## src/pus_consts.svh

```systemverilog
// timing and code constants for the power-up slot sequencer
`ifndef PUS_CONSTS_SVH
`define PUS_CONSTS_SVH
`define PUS_CLK_MHZ 20
`define PUS_TB0_US 30
`define PUS_TB1_US 120
`define PUS_TB2_US 250
`define PUS_TB3_US 500
`define PUS_TB0_CYC (`PUS_TB0_US * `PUS_CLK_MHZ)
`define PUS_TB1_CYC (`PUS_TB1_US * `PUS_CLK_MHZ)
`define PUS_TB2_CYC (`PUS_TB2_US * `PUS_CLK_MHZ)
`define PUS_TB3_CYC (`PUS_TB3_US * `PUS_CLK_MHZ)
`define PUS_CODE_OFF 8'h00
`define PUS_NUM_REG 4
`define PUS_CNT_W 14
`endif

```

## src/pus_pkg.sv

```systemverilog
// types for the power-up slot sequencer
package pus_pkg;
   typedef struct packed {
      logic [3:0][7:0] regulator_slot_code;
      logic [7:0] power_good_output_slot_code;
      logic [7:0] mcu_reset_slot_code;
      logic [1:0] sequencer_time_base;
   } pus_slots_s;

   typedef enum logic [1:0] {
      ST_OFF = 2'b00,
      ST_SEQ = 2'b01,
      ST_RUN = 2'b10,
      ST_STBY = 2'b11
   } pus_state_e;
endpackage

```

## src/pus_sequencer.sv

```systemverilog
// power-up slot sequencer with slave mode and standby/run handling
// Function
// - nonzero code gives slot code-1; code 1 starts at once, 255 is 254.
// - unslotted MCU reset releases after the last slotted regulator.
// - all regulator and power-good codes zero: run in slave mode, none on.
// - slave mode releases an unslotted MCU reset on entering run.
// - standby to run starts the sequencer only if a regulator turns on.
// - voltage-only standby changes apply at once, bypassing the sequencer.
// - code zero keeps a regulator off and the power-good pin low.
// - time base 00..11 selects 30, 120, 250 or 500 us steps.
// - power-up-complete flag pulses at end of every standby to run.
`timescale 1ns/1ns
`include "pus_consts.svh"

module pus_sequencer
   import pus_pkg::*;
#(
   parameter logic [`PUS_CNT_W-1:0] TB2_CYC = `PUS_CNT_W'(`PUS_TB2_CYC),
   parameter logic [`PUS_CNT_W-1:0] TB3_CYC = `PUS_CNT_W'(`PUS_TB3_CYC)
)
(
   input wire logic MCLK,
   input wire logic RESET_N,
   input wire pus_slots_s SLOTS,
   input wire logic POWER_ON_EVENT,
   input wire logic RUN_REQ,
   input wire logic STBY_REQ,
   input wire logic [3:0] RUN_ON_MASK,
   input wire logic [3:0] STBY_ON_MASK,
   output logic [3:0] REG_EN,
   output logic POWER_GOOD_PIN,
   output logic MCU_RESET_OUTPUT_N,
   output logic SLAVE_MODE,
   output logic RUN_STATE,
   output logic VOLT_APPLY,
   output logic POWER_UP_COMPLETE_FLAG
);
   // slot hit decode, code zero never hits
   function automatic logic slot_hit(input logic [7:0] code,
                                     input logic [7:0] slot);
      slot_hit = (code != `PUS_CODE_OFF) && ((code - 8'h01) == slot);
   endfunction
   function automatic logic [`PUS_CNT_W-1:0] tb_cycles(input logic [1:0] s);
      case (s)
         2'h0: tb_cycles = `PUS_CNT_W'(`PUS_TB0_CYC);
         2'h1: tb_cycles = `PUS_CNT_W'(`PUS_TB1_CYC);
         2'h2: tb_cycles = TB2_CYC;
         default: tb_cycles = TB3_CYC;
      endcase
   endfunction

   pus_state_e state_reg, state_next;
   logic [`PUS_CNT_W-1:0] cnt_reg, cnt_next;
   logic [7:0] slot_reg, slot_next, end_slot_reg, end_slot_next;
   logic [7:0] rst_slot_reg, rst_slot_next;
   logic [3:0] mask_reg, mask_next, reg_en_reg, reg_en_next;
   logic rst_seq_reg, rst_seq_next, pg_reg, pg_next, rst_n_reg, rst_n_next;
   logic slave_reg, slave_next, volt_reg, volt_next, done_reg, done_next;
   logic run_reg, run_next;
   logic [3:0] hit_w, toggle_w;
   logic [`PUS_CNT_W-1:0] tb_w;
   logic all_zero_w;
   assign tb_w = tb_cycles(SLOTS.sequencer_time_base);
   assign all_zero_w = (SLOTS.regulator_slot_code == '0) &&
      (SLOTS.power_good_output_slot_code == `PUS_CODE_OFF);
   assign toggle_w = RUN_ON_MASK & ~reg_en_reg;

   genvar gi;
   generate
      for (gi = 0; gi < `PUS_NUM_REG; gi++)
      begin : g_hit
         assign hit_w[gi] = mask_reg[gi] &&
            slot_hit(SLOTS.regulator_slot_code[gi], slot_reg);
      end
   endgenerate
   // end slot and reset slot of a new sequence
   function automatic void plan(input pus_slots_s sl, input logic [3:0] m,
      input logic with_pg_rst, output logic [7:0] end_o,
      output logic [7:0] rst_o);
      logic [7:0] last;
      logic found;
      last = 8'h00;
      found = 1'b0;
      for (int i = 0; i < `PUS_NUM_REG; i++)
      begin
         if (m[i] && sl.regulator_slot_code[i] != `PUS_CODE_OFF)
         begin
            found = 1'b1;
            if (sl.regulator_slot_code[i] - 8'h01 > last)
               last = sl.regulator_slot_code[i] - 8'h01;
         end
      end
      end_o = last;
      rst_o = last;
      if (with_pg_rst)
      begin
         if (sl.power_good_output_slot_code != `PUS_CODE_OFF &&
             sl.power_good_output_slot_code - 8'h01 > last)
            end_o = sl.power_good_output_slot_code - 8'h01;
         if (sl.mcu_reset_slot_code != `PUS_CODE_OFF)
            rst_o = sl.mcu_reset_slot_code - 8'h01;
         // default release one slot after last regulator
         else if (found)
            rst_o = last + 8'h01;
         if (rst_o > end_o)
            end_o = rst_o;
      end
   endfunction
   always_comb
   begin
      state_next = state_reg;
      cnt_next = cnt_reg;
      slot_next = slot_reg;
      end_slot_next = end_slot_reg;
      rst_slot_next = rst_slot_reg;
      rst_seq_next = rst_seq_reg;
      mask_next = mask_reg;
      reg_en_next = reg_en_reg;
      pg_next = pg_reg;
      rst_n_next = rst_n_reg;
      slave_next = slave_reg;
      volt_next = 1'b0;
      done_next = 1'b0;
      case (state_reg)
         ST_OFF:
            if (POWER_ON_EVENT)
            begin
               cnt_next = '0;
               slot_next = 8'h00;
               plan(SLOTS, 4'hf, 1'b1, end_slot_next, rst_slot_next);
               mask_next = 4'hf;
               rst_seq_next = 1'b1;
               slave_next = all_zero_w;
               // slave mode enters run with nothing enabled
               if (all_zero_w &&
                   SLOTS.mcu_reset_slot_code == `PUS_CODE_OFF)
               begin
                  state_next = ST_RUN;
                  // unslotted reset released on run entry
                  rst_n_next = 1'b1;
                  done_next = 1'b1;
               end
               else
                  state_next = ST_SEQ;
            end
         ST_SEQ:
         begin
            // code zero never hits, output stays off
            reg_en_next = reg_en_reg | hit_w;
            if (rst_seq_reg &&
                slot_hit(SLOTS.power_good_output_slot_code, slot_reg))
               pg_next = 1'b1;
            if (rst_seq_reg && slot_reg == rst_slot_reg)
               rst_n_next = 1'b1;
            if (slot_reg == end_slot_reg)
            begin
               state_next = ST_RUN;
               done_next = 1'b1;
            end
            // one slot per time base step
            else if (cnt_reg >= tb_w - `PUS_CNT_W'(1))
            begin
               cnt_next = '0;
               slot_next = slot_reg + 8'h01;
            end
            else
               cnt_next = cnt_reg + `PUS_CNT_W'(1);
         end
         ST_RUN:
            if (STBY_REQ)
            begin
               reg_en_next = reg_en_reg & STBY_ON_MASK;
               volt_next = 1'b1;
               state_next = ST_STBY;
            end
         ST_STBY:
            if (RUN_REQ)
            begin
               volt_next = 1'b1;
               // sequence only regulators that turn on
               if (toggle_w != 4'h0)
               begin
                  cnt_next = '0;
                  slot_next = 8'h00;
                  plan(SLOTS, toggle_w, 1'b0, end_slot_next, rst_slot_next);
                  mask_next = toggle_w;
                  rst_seq_next = 1'b0;
                  state_next = ST_SEQ;
               end
               else
               begin
                  state_next = ST_RUN;
                  done_next = 1'b1;
               end
            end
         default:
            state_next = ST_OFF;
      endcase
      run_next = (state_next == ST_RUN);
   end

   always_ff @(posedge MCLK or negedge RESET_N)
   begin
      if (!RESET_N)
      begin
         state_reg <= ST_OFF;
         cnt_reg <= '0;
         slot_reg <= 8'h00;
         end_slot_reg <= 8'h00;
         rst_slot_reg <= 8'h00;
         rst_seq_reg <= 1'b0;
         run_reg <= 1'b0;
         mask_reg <= 4'h0;
         reg_en_reg <= 4'h0;
         pg_reg <= 1'b0;
         rst_n_reg <= 1'b0;
         slave_reg <= 1'b0;
         volt_reg <= 1'b0;
         done_reg <= 1'b0;
      end
      else
      begin
         state_reg <= state_next;
         cnt_reg <= cnt_next;
         slot_reg <= slot_next;
         end_slot_reg <= end_slot_next;
         rst_slot_reg <= rst_slot_next;
         rst_seq_reg <= rst_seq_next;
         run_reg <= run_next;
         mask_reg <= mask_next;
         reg_en_reg <= reg_en_next;
         pg_reg <= pg_next;
         rst_n_reg <= rst_n_next;
         slave_reg <= slave_next;
         volt_reg <= volt_next;
         done_reg <= done_next;
      end
   end

   assign REG_EN = reg_en_reg;
   assign POWER_GOOD_PIN = pg_reg;
   assign MCU_RESET_OUTPUT_N = rst_n_reg;
   assign SLAVE_MODE = slave_reg;
   assign RUN_STATE = run_reg;
   assign VOLT_APPLY = volt_reg;
   assign POWER_UP_COMPLETE_FLAG = done_reg;
endmodule // pus_sequencer

```

## config.mk

```make
export PLATFORM = sky130hd
export DESIGN_NAME = pus_sequencer
export DESIGN_NICKNAME = d
export VERILOG_FILES = /design/src/pus_pkg.sv /design/src/pus_sequencer.sv
export VERILOG_INCLUDE_DIRS = /design/src /design/src/src
export SDC_FILE = /design/constraint.sdc
export NUM_CORES = 1
export LEC_CHECK = 0
export BUFFER_PORTS_ARGS = -buffer_cell sky130_fd_sc_hd__buf_2
export CELL_PAD_IN_SITES_DETAIL_PLACEMENT = 1
export CELL_PAD_IN_SITES_GLOBAL_PLACEMENT = 2
export CORE_MARGIN = 1
export CORE_UTILIZATION = 36
export CTS_CLUSTER_SIZE = 20
export DETAILED_ROUTE_END_ITERATION = 10
export GPL_ROUTABILITY_DRIVEN = 0
export PLACE_DENSITY_LB_ADDON = 0.1
export SLEW_MARGIN = 20
export SYNTH_ARGS = -nofsm -noshare
export SYNTH_HDL_FRONTEND = slang
export SYNTH_SLANG_ARGS = --single-unit
export TNS_END_PERCENT = 5
```

## constraint.sdc

```tcl
create_clock -name MCLK -period 6.72 [get_ports MCLK]
set_clock_uncertainty 0.1 [all_clocks]
set_input_delay 0.336 -clock MCLK [delete_from_list [all_inputs] [get_ports MCLK]]
set_output_delay 0.336 -clock MCLK [all_outputs]
set_load 0.1 [all_outputs]
```

==> results of run 1 <==
## kinds of logic after synthesis
| logic type | after synthesis | synth area share, % |
|---|---|---|
| and+or+nand+nor | 312 | 23.2 |
| AOI/OAI and AO/OA | 175 | 16.4 |
| xor gates and xnor gates | 115 | 14.6 |
| buffers and inverters | 90 | 5.14 |
| adders and majority gates | 86 | 15.6 |
| DFF | 55 | 20.0 |
| muxes | 32 | 5.05 |
## area by class of cell
cell class              instances  share of cell area, %
inverters                      59                   2.26
well taps                     234                   2.98
clock buffers                   5                   1.28
flip-flops and latches         55                   14.0
multi-input cells             720                   58.9
repair buffers                287                   20.3
clock inverters                 3                  0.204
## cell usage after synthesis, types with 3 or more instances
library cell                n  area (um^2)
sky130_fd_sc_hd__a211o_1    3         26.3
sky130_fd_sc_hd__a211oi_1   5         37.5
sky130_fd_sc_hd__a21o_1    12         90.1
sky130_fd_sc_hd__a21oi_1   46          230
sky130_fd_sc_hd__a221o_1    5         50.1
sky130_fd_sc_hd__and3_1     8         50.1
sky130_fd_sc_hd__and4_1     4         35.0
sky130_fd_sc_hd__buf_1      6         22.5
sky130_fd_sc_hd__clkbuf_1  21         78.8
sky130_fd_sc_hd__dfrtp_1   55         1380
sky130_fd_sc_hd__ha_1      86         1080
sky130_fd_sc_hd__inv_1     58          218
sky130_fd_sc_hd__mux2_2    14          158
sky130_fd_sc_hd__mux2i_1   15          150
sky130_fd_sc_hd__nand2_1   62          233
sky130_fd_sc_hd__nand2b_1  14         87.6
sky130_fd_sc_hd__nand3_1   28          140
sky130_fd_sc_hd__nand4_1   31          194
sky130_fd_sc_hd__nor2_1    83          312
sky130_fd_sc_hd__nor2b_1    8         50.1
sky130_fd_sc_hd__nor3_1    27          135
sky130_fd_sc_hd__nor3b_1    4         30.0
sky130_fd_sc_hd__nor4_1    13         81.3
sky130_fd_sc_hd__o211ai_1   7         52.6
sky130_fd_sc_hd__o21a_1    11         82.6
sky130_fd_sc_hd__o21ai_0   51          255
sky130_fd_sc_hd__o221ai_1   4         35.0
sky130_fd_sc_hd__o22ai_1    3         18.8
sky130_fd_sc_hd__or2_2      8         50.1
sky130_fd_sc_hd__or3_1      5         31.3
sky130_fd_sc_hd__or4b_2     3         30.0
sky130_fd_sc_hd__xnor2_1   61          534
sky130_fd_sc_hd__xor2_1    54          473
## through the flow
step | setup slack, ns | hold slack, ns | TNS (ns) | util (%)
final | -2.41 | 0.0645 | -23.53 | 52.5
after global routing | -2.75 | 0.125 | -28.32 | 52.5
after CTS | -2.32 | 0.110 | -21.51 | 50.0
after detailed placement | -3.08 | 0.387 | -33.70 | 48.0
after global placement | -2.57 | 0.359 | -26.10 | 48.0
after floorplan | -2.15 | -0.0596 | -17.94 | -
## critical path, delay by kind of cell
kind,cells,cell delay (ns)
AOI/OAI and AO/OA,19,3.57
and+or+nand+nor,13,2.29
adders and majority gates,5,1.26
muxes,3,0.94
buffers and inverters,6,0.82
## final timing paths
path	endpoint	slack, ns	cells after the start
worst max register to register	end_slot_reg[0]$_DFFE_PN0P_	0.18	33
min in group MCLK	REG_EN[0]$_DFFE_PN0P_	0.20	3
worst min register to register	SLAVE_MODE$_DFFE_PN0P_	0.39	2
worst min-delay path	cnt_reg[6]$_DFFE_PN0P_	0.06	2
worst max-delay path	end_slot_reg[0]$_DFFE_PN0P_	-2.41	46
max in group asynchronous	end_slot_reg[5]$_DFFE_PN0P_	5.98	2
## routing by layer
metal	track usage, %	vias to the layer above
met2	48.6	149
met4	8.68	0
li1	-	3599
met3	1.88	45
met5	0	-
met1	34.3	3642
## where the power goes
group | total [mW] | internal, mW | switching [mW] | leakage [nW]
combinational | 2.52 | 1.23 | 1.29 | 3.89
sequential | 0.538 | 0.423 | 0.115 | 0.716
clock | 0.263 | 0.138 | 0.125 | 0.0658
## timing repair
item | CTS | global route
setup endpoints to repair | 16 | 16
buffers inserted | 10 | 18
resized for setup | 34 | 75
pin swaps | 14 | 38
gates cloned | 1 | 0
==> reports/qor.txt, run 1 <==
DRT
-------------------------------------------------------------------------------------
Topmost layer with routed signal wires                                           met4
Mean routed wirelength per cell                                               19.7 um
Avg Vias per Cell                                                                5.45
Count of vias placed by the detailed router                                     7,435
Routed Antenna Nets                                                                 0
Routed wl met3                                                                 730 um
Met2 routed WL                                                              13,400 um
Routed metal-1 wirelength                                                   12,000 um
Number of optimization iterations in the first detailed-route pass                  4
Total routed wirelength                                                     26,800 um
Drt drc                                                                             0
Violation count after the first detailed-route iteration                          275

SYNTHESIS
-------------------------------------------------------------------------------------
Most instantiated flip-flop cell in the synthesis netlist                sky130_fd_sc_hd__dfrtp_1
Distinct cell type count of the synthesized netlist                                72
Number of warning messages in the yosys log                                         0
Share of synthesized area occupied by flip-flops and latches                    20.0%
Fraction of synthesis flops using an asynchronous set or reset pin               100%
Syn nets                                                                        1,014
Post-synthesis instance area                                                6890 um^2
Number of enable flip-flop cells after synthesis                                    0
Average instance area after synthesis                                       7.96 um^2
Count of state elements after synthesis                                            55
Count of mapped cells out of synthesis                                            865

STA
-------------------------------------------------------------------------------------
RSZ-0062 raised after global routing                                              yes
Shortest period the worst path allows                                         9.13 ns
Worst slew pin tran                                                          0.891 ns
Achievable Freq                                                             0.110 GHz
Worst setup margin                                                           -2.41 ns
Setup Viol. Count Final                                                            16
Max-slew headroom at the worst pin                                              39.1%
Final Max Slew Viols                                                                0
Final Hold Viols                                                                    0
Final critical-path share of the clock period                                    136%

FLOW RUN
-------------------------------------------------------------------------------------
Number of max-cap violations                                                        0

FLOORPLANNING
-------------------------------------------------------------------------------------
Die width                                                                      140 um
Top Ports                                                                          73
Core Rows                                                                          50
Total core area                                                           18,700 um^2
Effective utilization at floorplan                                              36.8%
Die outline height                                                             140 um
Total die area                                                            19,700 um^2

POWER
-------------------------------------------------------------------------------------
PwrDens                                                                   339 nW/um^2
Total Power Consumption                                                       3.33 mW
Worst supply voltage drop on vdd                                             0.234 mV
Static Leakage                                                                4.67 nW

LAYOUT
-------------------------------------------------------------------------------------
Number of inserted filler cells in the final layout                             2,268
Layout cell share with drive strength beyond 1                                  38.2%
Antenna Cells                                                                       0
Most frequent standard cell in the layout excluding fill and tap cells   sky130_fd_sc_hd__buf_4
Growth of design area from synthesis to finish                                  42.4%
Layout Cells excl Fill                                                          1,363
Non-Filler Cell Area, Final                                                 9810 um^2
Area of the multi-input gates                                               5780 um^2
Leading cell types in the layout, fill and taps excluded                 208 x sky130_fd_sc_hd__buf_4, 73 x sky130_fd_sc_hd__buf_2, 72 x sky130_fd_sc_hd__ha_1
Post-layout net count                                                           1,277
Flip-flop count of the largest register after layout                               14
Register area                                                               1380 um^2

CLOCKING
-------------------------------------------------------------------------------------
Clock buffers created by TritonCTS                                                  5
CTS sink count                                                                     55
Root buffer cell                                                         sky130_fd_sc_hd__clkbuf_16
TritonCTS clock tree                                                            built
Clock-pin slew on the worst setup and hold paths                              0.07 ns
Bufs on Longest Clock Path                                                          2
Clock insertion delay at the later pin of the skew report                     0.30 ns
Level count of the clock H-tree                                                     2
Hold-fix buffers at CTS                                                             0

SETUP PATH
-------------------------------------------------------------------------------------
Critical path capture point type                                                 flop
Required time at the endpoint of the critical path                            6.81 ns
Maximum fanout count along the critical path                                        8
Crit path top cell by count                                              sky130_fd_sc_hd__ha_4
Worst setup path class                                                   input pin to flop
Crit-path slowest cell                                                   sky130_fd_sc_hd__or4_4
Startpoint type of the worst setup path                                     input pin
Start point of the critical path                                            SLOTS[23]
Delay of the slowest cell on the worst path                                   0.60 ns
Data arrival time of the critical path                                        9.22 ns
Reg2Reg Launch Point                                                     REG_EN[0]$_DFFE_PN0P_

PLACEMENT
-------------------------------------------------------------------------------------
Cell count after placement                                                      1,326
DP HPWL                                                                     21,400 um
Count of buffers from port buffering                                               72
Cell area after placement                                                   8980 um^2

OUTCOME
-------------------------------------------------------------------------------------
Violated checks                                                          setup timing
Result of the run                                                        finished with violations

GLOBAL ROUTE
-------------------------------------------------------------------------------------
Antenna violations before repair                                                    0
Global route total overflow                                                         0
Aggregate global-route resource usage                                           27.0%
Largest net degree at the start of global routing                                  56
Via count of the first global-routing pass                                      8,121
Global-route wire length before repair                                      42,400 um

MIN PATH
-------------------------------------------------------------------------------------
Class of the tightest hold or removal check                              input pin to async pin

No activity file was read; power rests on OpenSTA's default activity.
==> run 2, diff against run 1 <==
--- a/config.mk
+++ b/config.mk
@@ -9,8 +9,9 @@
 export BUFFER_PORTS_ARGS = -buffer_cell sky130_fd_sc_hd__buf_2
 export CELL_PAD_IN_SITES_DETAIL_PLACEMENT = 1
 export CELL_PAD_IN_SITES_GLOBAL_PLACEMENT = 2
-export CORE_MARGIN = 1
-export CORE_UTILIZATION = 36
+export CORE_MARGIN = 4
+export CORE_UTILIZATION = 37
+export CTS_BUF_LIST = sky130_fd_sc_hd__clkbuf_4 sky130_fd_sc_hd__clkbuf_8
 export CTS_CLUSTER_SIZE = 20
 export DETAILED_ROUTE_END_ITERATION = 10
 export GPL_ROUTABILITY_DRIVEN = 0
==> reports/qor.txt, run 2 (synthesis gave the netlist of run 1 again) <==
SETUP PATH
-------------------------------------------------------------------------------------
Worst setup path class                                                   input pin to flop   unchanged
Crit-path slowest cell                                                   sky130_fd_sc_hd__or4_4   unchanged
R2r setup slk                                                                 0.45 ns   was 0.18 ns
Delay of the slowest cell on the worst path                                   0.57 ns   was 0.60 ns
Maximum fanout count along the critical path                                        8   unchanged
Data arrival time of the critical path                                        9.44 ns   was 9.22 ns
Critical path capture point type                                                 flop   unchanged
Required time at the endpoint of the critical path                            6.83 ns   was 6.81 ns
Startpoint type of the worst setup path                                     input pin   unchanged

STA
-------------------------------------------------------------------------------------
Worst slew pin tran                                                          0.897 ns   was 0.891 ns
Final critical-path share of the clock period                                    139%   was 136%
RSZ-0062 raised after global routing                                              yes   unchanged
Summed negative setup slack over all endpoints                              -26.19 ns   was -23.53 ns
Final Max Slew Viols                                                                0   unchanged
Setup Viol. Count Final                                                            16   unchanged
Shortest period the worst path allows                                         9.33 ns   was 9.13 ns
Final Hold Viols                                                                    0   unchanged
Max-slew headroom at the worst pin                                              38.7%   was 39.1%
Achievable Freq                                                             0.107 GHz   was 0.110 GHz
Worst setup margin                                                           -2.61 ns   was -2.41 ns

GLOBAL ROUTE
-------------------------------------------------------------------------------------
Via count of the first global-routing pass                                      8,210   was 8,121
Largest net degree at the start of global routing                                  56   unchanged
Global-route wire length before repair                                      42,300 um   was 42,400 um
Antenna violations before repair                                                    0   unchanged
Aggregate global-route resource usage                                           25.3%   was 27.0%
Global route total overflow                                                         0   unchanged

POWER
-------------------------------------------------------------------------------------
Combinational power share                                                       76.6%   was 75.9%
Register share of total power                                                   16.3%   was 16.2%
Power Internal                                                                1.74 mW   was 1.80 mW
PwrDens                                                                   339 nW/um^2   about the same
Static Leakage                                                                4.60 nW   was 4.67 nW
Switching part of the total                                                     47.4%   was 46.0%
Total Power Consumption                                                       3.31 mW   was 3.33 mW
Portion of total power attributed to the clock network                           7.1%   was 7.9%
NetSw                                                                         1.57 mW   was 1.53 mW
Worst supply voltage drop on vdd                                             0.210 mV   was 0.234 mV

CLOCKING
-------------------------------------------------------------------------------------
Hold-fix buffers at CTS                                                             0   unchanged
Clock insertion delay at the later pin of the skew report                     0.32 ns   was 0.30 ns
Root buffer cell                                                         sky130_fd_sc_hd__clkbuf_8   was sky130_fd_sc_hd__clkbuf_16
TritonCTS clock tree                                                            built   unchanged
Clock buffers created by TritonCTS                                                  5   unchanged
Bufs on Longest Clock Path                                                          2   unchanged
CTS sink count                                                                     55   unchanged
Clock-pin slew on the worst setup and hold paths                              0.11 ns   was 0.07 ns
Level count of the clock H-tree                                                     2   unchanged

FLOORPLANNING
-------------------------------------------------------------------------------------
Core Rows                                                                          49   was 50
Total die area                                                            20,900 um^2   was 19,700 um^2
Die outline height                                                             144 um   was 140 um
Top Ports                                                                          73   unchanged
Total core area                                                           18,100 um^2   was 18,700 um^2
Die width                                                                      144 um   was 140 um
Effective utilization at floorplan                                              38.0%   was 36.8%

FLOW RUN
-------------------------------------------------------------------------------------
Number of max-cap violations                                                        0   unchanged

LAYOUT
-------------------------------------------------------------------------------------
Antenna Cells                                                                       0   unchanged
Most frequent standard cell in the layout excluding fill and tap cells   sky130_fd_sc_hd__buf_4   unchanged
Post-layout net count                                                           1,262   was 1,277
Leading cell types in the layout, fill and taps excluded                 187 x sky130_fd_sc_hd__buf_4, 73 x sky130_fd_sc_hd__ha_1, 73 x sky130_fd_sc_hd__buf_2   was 208 x sky130_fd_sc_hd__buf_4, 73 x sky130_fd_sc_hd__buf_2, 72 x sky130_fd_sc_hd__ha_1
Growth of design area from synthesis to finish                                  41.4%   was 42.4%
Flip-flop count of the largest register after layout                               14   unchanged
Post-route core utilization                                                     53.7%   was 52.5%
Layout cell share with drive strength beyond 1                                  37.1%   was 38.2%
Non-Filler Cell Area, Final                                                 9740 um^2   was 9810 um^2

PLACEMENT
-------------------------------------------------------------------------------------
Cell area after placement                                                   8900 um^2   was 8980 um^2
Count of buffers from port buffering                                               72   unchanged
DP HPWL                                                                     21,600 um   was 21,400 um

DRT
-------------------------------------------------------------------------------------
Total routed wirelength                                                     27,700 um   was 26,800 um
Count of vias placed by the detailed router                                     7,504   was 7,435
Drt drc                                                                             0   unchanged
Violation count after the first detailed-route iteration                          309   was 275
Number of optimization iterations in the first detailed-route pass                  4   unchanged
Routed Antenna Nets                                                                 0   unchanged
Mean routed wirelength per cell                                               20.6 um   was 19.7 um
Avg Vias per Cell                                                                5.59   was 5.45

OUTCOME
-------------------------------------------------------------------------------------
Violated checks                                                          setup timing   unchanged
Result of the run                                                        finished with violations   unchanged

MIN PATH
-------------------------------------------------------------------------------------
Class of the tightest hold or removal check                              input pin to async pin   unchanged

run 2: changes by cell type in the layout (fill, tap and decap cells not counted), moves of 4 or more:
cell	before	now
sky130_fd_sc_hd__o21ai_2	10	6
sky130_fd_sc_hd__buf_4	208	187
sky130_fd_sc_hd__clkbuf_16	5	0
sky130_fd_sc_hd__o21ai_0	34	38
sky130_fd_sc_hd__clkbuf_8	0	5
sky130_fd_sc_hd__buf_6	6	10
run 2: power groups by stage:
stage               Combinational (mW)  Sequential, mW  Clock (mW)
floorplan                         1.23           0.564           0
global placement                  1.98           0.538           0
detailed placement                2.08           0.544           0
CTS                               2.21           0.538       0.238
global route                      2.72           0.552       0.253
finish                            2.53           0.540       0.233
run 2: path summary, 6_finish.rpt:
| kind | from | end | cells after the start |
|---|---|---|---|
| max | SLOTS[23] | end_slot_reg[6]$_DFFE_PN0P_ | 50 |
| min | RESET_N | cnt_reg[7]$_DFFE_PN0P_ | 2 |
| max reg2reg | REG_EN[0]$_DFFE_PN0P_ | end_slot_reg[4]$_DFFE_PN0P_ | 33 |
| min reg2reg | SLAVE_MODE$_DFFE_PN0P_ | SLAVE_MODE$_DFFE_PN0P_ | 2 |
| max in group asynchronous | RESET_N | rst_slot_reg[5]$_DFFE_PN0P_ | 2 |
| min in group MCLK | STBY_ON_MASK[0] | REG_EN[0]$_DFFE_PN0P_ | 3 |
run 2: layer usage:
| metal | GRT usage (%) | part of all wire, % |
|---|---|---|
| met5 | 0 | 0 |
| met3 | 1.92 | 2.9 |
| met1 | 31.9 | 43 |
| met4 | 7.61 | 2.7 |
| met2 | 46.0 | 51 |
run 2: what timing repair did:
action / CTS / global route
endpoints found under the hold margin: 0 / 0
resized for setup: 37 / 74
cloned: 2 / 0
pin swaps: 15 / 44
setup buffers: 6 / 16
setup endpoints to repair: 16 / 16
run 2: through the flow:
step / std cells / setup WS (ns) / hold slack (ns)
2_1_floorplan: 865 / -2.15 / -0.0596
3_3_place_gp: 1311 / -2.65 / 0.358
3_5_place_dp: 1311 / -3.13 / 0.365
4_1_cts: 1327 / -2.40 / 0.0678
5_1_grt: 1343 / -2.97 / 0.0895
6_report: 1343 / -2.61 / 0.0308
run 2: final cells by class:
type	count	area [um^2]
Clock buffer	5	68.8
Clock inverter	3	46.3
Fill cell	2205	8410
Inverter	59	221
Multi-Input combinational cell	721	5840
Sequential cell	55	1380
Tap cell	229	287
Timing Repair Buffer	271	1900
run 2: worst max-delay path: cells and delay by family:
kind | cells | cell delay (ns)
AOI/OAI and AO/OA | 18 | 3.47
adders and majority gates | 5 | 1.26
buffers and inverters | 8 | 1.06
muxes | 1 | 0.28
and+or+nand+nor | 18 | 3.01
==> run 3, diff against run 2 <==
--- a/config.mk
+++ b/config.mk
@@ -10,7 +10,7 @@
 export CELL_PAD_IN_SITES_DETAIL_PLACEMENT = 1
 export CELL_PAD_IN_SITES_GLOBAL_PLACEMENT = 2
 export CORE_MARGIN = 4
-export CORE_UTILIZATION = 37
+export CORE_UTILIZATION = 40
 export CTS_BUF_LIST = sky130_fd_sc_hd__clkbuf_4 sky130_fd_sc_hd__clkbuf_8
 export CTS_CLUSTER_SIZE = 20
 export DETAILED_ROUTE_END_ITERATION = 10
==> constraint.sdc (replaced) <==
create_clock -name MCLK -period 10.75 [get_ports MCLK]
set_clock_uncertainty 0.1 [all_clocks]
set_input_delay 0.5375 -clock MCLK [delete_from_list [all_inputs] [get_ports MCLK]]
set_output_delay 0.5375 -clock MCLK [all_outputs]
set_load 0.1 [all_outputs]
==> reports/qor.txt, run 3 (synthesis gave the netlist of run 1 again) <==
DRT
-------------------------------------------------------------------------------------
Number of optimization iterations in the first detailed-route pass                  5   was 4
Count of vias placed by the detailed router                                     6,808   was 7,504
Routed Antenna Nets                                                                 0   unchanged
Avg Vias per Cell                                                                5.85   was 5.59
Drt drc                                                                             0   unchanged
Mean routed wirelength per cell                                               20.3 um   was 20.6 um
Total routed wirelength                                                     23,600 um   was 27,700 um
Violation count after the first detailed-route iteration                          411   was 309

CLOCKING
-------------------------------------------------------------------------------------
TritonCTS clock tree                                                            built   unchanged
Clock buffers created by TritonCTS                                                  5   unchanged
Hold-fix buffers at CTS                                                             0   unchanged
Level count of the clock H-tree                                                     2   unchanged
Clock insertion delay at the later pin of the skew report                     0.32 ns   about the same
Bufs on Longest Clock Path                                                          2   unchanged
Root buffer cell                                                         sky130_fd_sc_hd__clkbuf_8   unchanged
Clock-pin slew on the worst setup and hold paths                              0.11 ns   about the same
CTS sink count                                                                     55   unchanged

SETUP PATH
-------------------------------------------------------------------------------------
Crit-path slowest cell                                                   sky130_fd_sc_hd__or4_4   unchanged
Required time at the endpoint of the critical path                           10.84 ns   was 6.83 ns
Worst r2r dst                                                            end_slot_reg[4]$_DFFE_PN0P_   unchanged
Worst setup path class                                                   input pin to flop   unchanged
Critical path capture point type                                                 flop   unchanged
FF-to-FF path depth                                                                31   was 33
Crit path top cell by count                                              sky130_fd_sc_hd__ha_1
Reg2Reg Launch Point                                                     REG_EN[0]$_DFFE_PN0P_   unchanged
Data arrival time of the critical path                                       10.18 ns   was 9.44 ns
Startpoint type of the worst setup path                                     input pin   unchanged
Cell type group with the largest total delay on the critical path        compound AO/OA/AOI/OAI gates   unchanged
Count of buffering cells on the critical path with inverters included               2   was 8
Maximum fanout count along the critical path                                       12   was 8
Delay of the slowest cell on the worst path                                   0.59 ns   was 0.57 ns
R2r setup slk                                                                 3.68 ns   was 0.45 ns

LAYOUT
-------------------------------------------------------------------------------------
Most frequent standard cell in the layout excluding fill and tap cells   sky130_fd_sc_hd__ha_1   was sky130_fd_sc_hd__buf_4
Number of inserted filler cells in the final layout                             2,104   was 2,205
Flip-flop count of the largest register after layout                               14   unchanged
Growth of design area from synthesis to finish                                  13.1%   was 41.4%
Antenna Cells                                                                       0   unchanged
Area of the multi-input gates                                               5230 um^2   was 5840 um^2
Post-layout net count                                                           1,092   was 1,262
Register area                                                               1380 um^2   unchanged
Leading cell types in the layout, fill and taps excluded                 86 x sky130_fd_sc_hd__ha_1, 81 x sky130_fd_sc_hd__nor2_1, 72 x sky130_fd_sc_hd__buf_2   was 187 x sky130_fd_sc_hd__buf_4, 73 x sky130_fd_sc_hd__ha_1, 73 x sky130_fd_sc_hd__buf_2
Layout Cells excl Fill                                                          1,164   was 1,343
Layout cell share with drive strength beyond 1                                  17.3%   was 37.1%

STA
-------------------------------------------------------------------------------------
Max-slew headroom at the worst pin                                              42.3%   was 38.7%
Achievable Freq                                                            0.0990 GHz
Final Max Slew Viols                                                                0   unchanged
Setup Viol. Count Final                                                             0   was 16
Shortest period the worst path allows                                        10.10 ns
Final Hold Viols                                                                    0   unchanged
Worst slew pin tran                                                          0.864 ns   was 0.897 ns
Summed negative setup slack over all endpoints                                   0 ns   was -26.19 ns
Final critical-path share of the clock period                                   93.9%

FLOORPLANNING
-------------------------------------------------------------------------------------
Effective utilization at floorplan                                              41.2%   was 38.0%
Core Rows                                                                          47   was 49
Top Ports                                                                          73   unchanged
Total die area                                                            19,400 um^2   was 20,900 um^2
Die outline height                                                             139 um   was 144 um
Die width                                                                      139 um   was 144 um
Total core area                                                           16,700 um^2   was 18,100 um^2

OUTCOME
-------------------------------------------------------------------------------------
Result of the run                                                        finished clean   was finished with violations

POWER
-------------------------------------------------------------------------------------
PwrDens                                                                   198 nW/um^2   was 339 nW/um^2
Worst supply voltage drop on vdd                                            0.0928 mV   was 0.210 mV
Static Leakage                                                                3.69 nW   was 4.60 nW

GLOBAL ROUTE
-------------------------------------------------------------------------------------
Global-route wire length before repair                                      38,200 um   was 42,300 um
Global route total overflow                                                         0   unchanged
Largest net degree at the start of global routing                                  56   unchanged
Antenna violations before repair                                                    0   unchanged
Aggregate global-route resource usage                                           24.0%   was 25.3%
Via count of the first global-routing pass                                      7,134   was 8,210

PLACEMENT
-------------------------------------------------------------------------------------
Cell count after placement                                                      1,152   was 1,311
DP HPWL                                                                     19,600 um   was 21,600 um
Count of buffers from port buffering                                               72   unchanged

FLOW RUN
-------------------------------------------------------------------------------------
Number of max-cap violations                                                        0   unchanged

MIN PATH
-------------------------------------------------------------------------------------
Class of the tightest hold or removal check                              input pin to async pin   unchanged

## run 3: final cells by class
| cell class | count | area share (%) |
|---|---|---|
| well taps | 220 | 3.53 |
| clock inverters | 3 | 0.369 |
| multi-input cells | 720 | 67.2 |
| flip-flops and latches | 55 | 17.7 |
| inverters | 59 | 2.84 |
| clock buffers | 5 | 0.883 |
| repair buffers | 102 | 7.52 |
## run 3: metal layers
metal | vias up | share of wire [%] | GRT usage (%)
met3 | 38 | 3.7 | 2.23
met1 | 3369 | 45 | 32.0
met4 | 0 | 2.5 | 6.49
met2 | 168 | 49 | 41.6
li1 | 3233 | - | -
met5 | - | 0 | 0
## run 3: where the power goes
group	switching [mW]	leakage [nW]	internal, mW	total [mW]
sequential	0.0716	0.716	0.264	0.336
combinational	0.641	2.92	0.444	1.08
clock	0.0752	0.0502	0.0485	0.124
## run 3: how the worst max path moves through the flow
stage | startpoint | depth (start not counted) | slack, ns | endpoint
after global placement | SLOTS[20] | 46 | 0.32 | end_slot_reg[4]$_DFFE_PN0P_
after detailed placement | SLOTS[20] | 49 | -0.37 | end_slot_reg[5]$_DFFE_PN0P_
after global routing | SLOTS[20] | 49 | -0.01 | end_slot_reg[5]$_DFFE_PN0P_
after CTS | SLOTS[20] | 49 | 0.13 | end_slot_reg[5]$_DFFE_PN0P_
final | SLOTS[20] | 46 | 0.65 | end_slot_reg[5]$_DFFE_PN0P_
after floorplan | SLOTS[20] | 47 | 1.04 | end_slot_reg[6]$_DFFE_PN0P_
## run 3: through the flow
stage | util [%] | worst slack, ns | hold WS [ns] | total power, mW | instance area (um^2)
after floorplan | - | 1.04 | 0.142 | 1.07 | 6890
after global placement | 45.4 | 0.321 | 0.359 | 1.35 | 7590
after detailed placement | 45.4 | -0.368 | 0.369 | 1.40 | 7590
after CTS | 46.0 | 0.126 | 0.275 | 1.53 | 7690
after global routing | 46.6 | -0.0114 | 0.306 | 1.68 | 7790
final | 46.6 | 0.653 | 0.253 | 1.54 | 7790
## run 3: timing repair
item / in CTS / in global routing
gates cloned: 0 / 0
pin swaps: 0 / 2
setup endpoints to repair: 1 / 8
gates resized for setup: 2 / 19
setup buffers: 0 / 4
## run 3: worst reg2reg max path, delay by kind of cell, from the launching register on
family	cells	cell delay [ns]
AOI/OAI and AO/OA	15	2.40
adders and majority gates	3	0.93
DFF	1	0.42
muxes	3	1.09
and+or+nand+nor	10	2.04
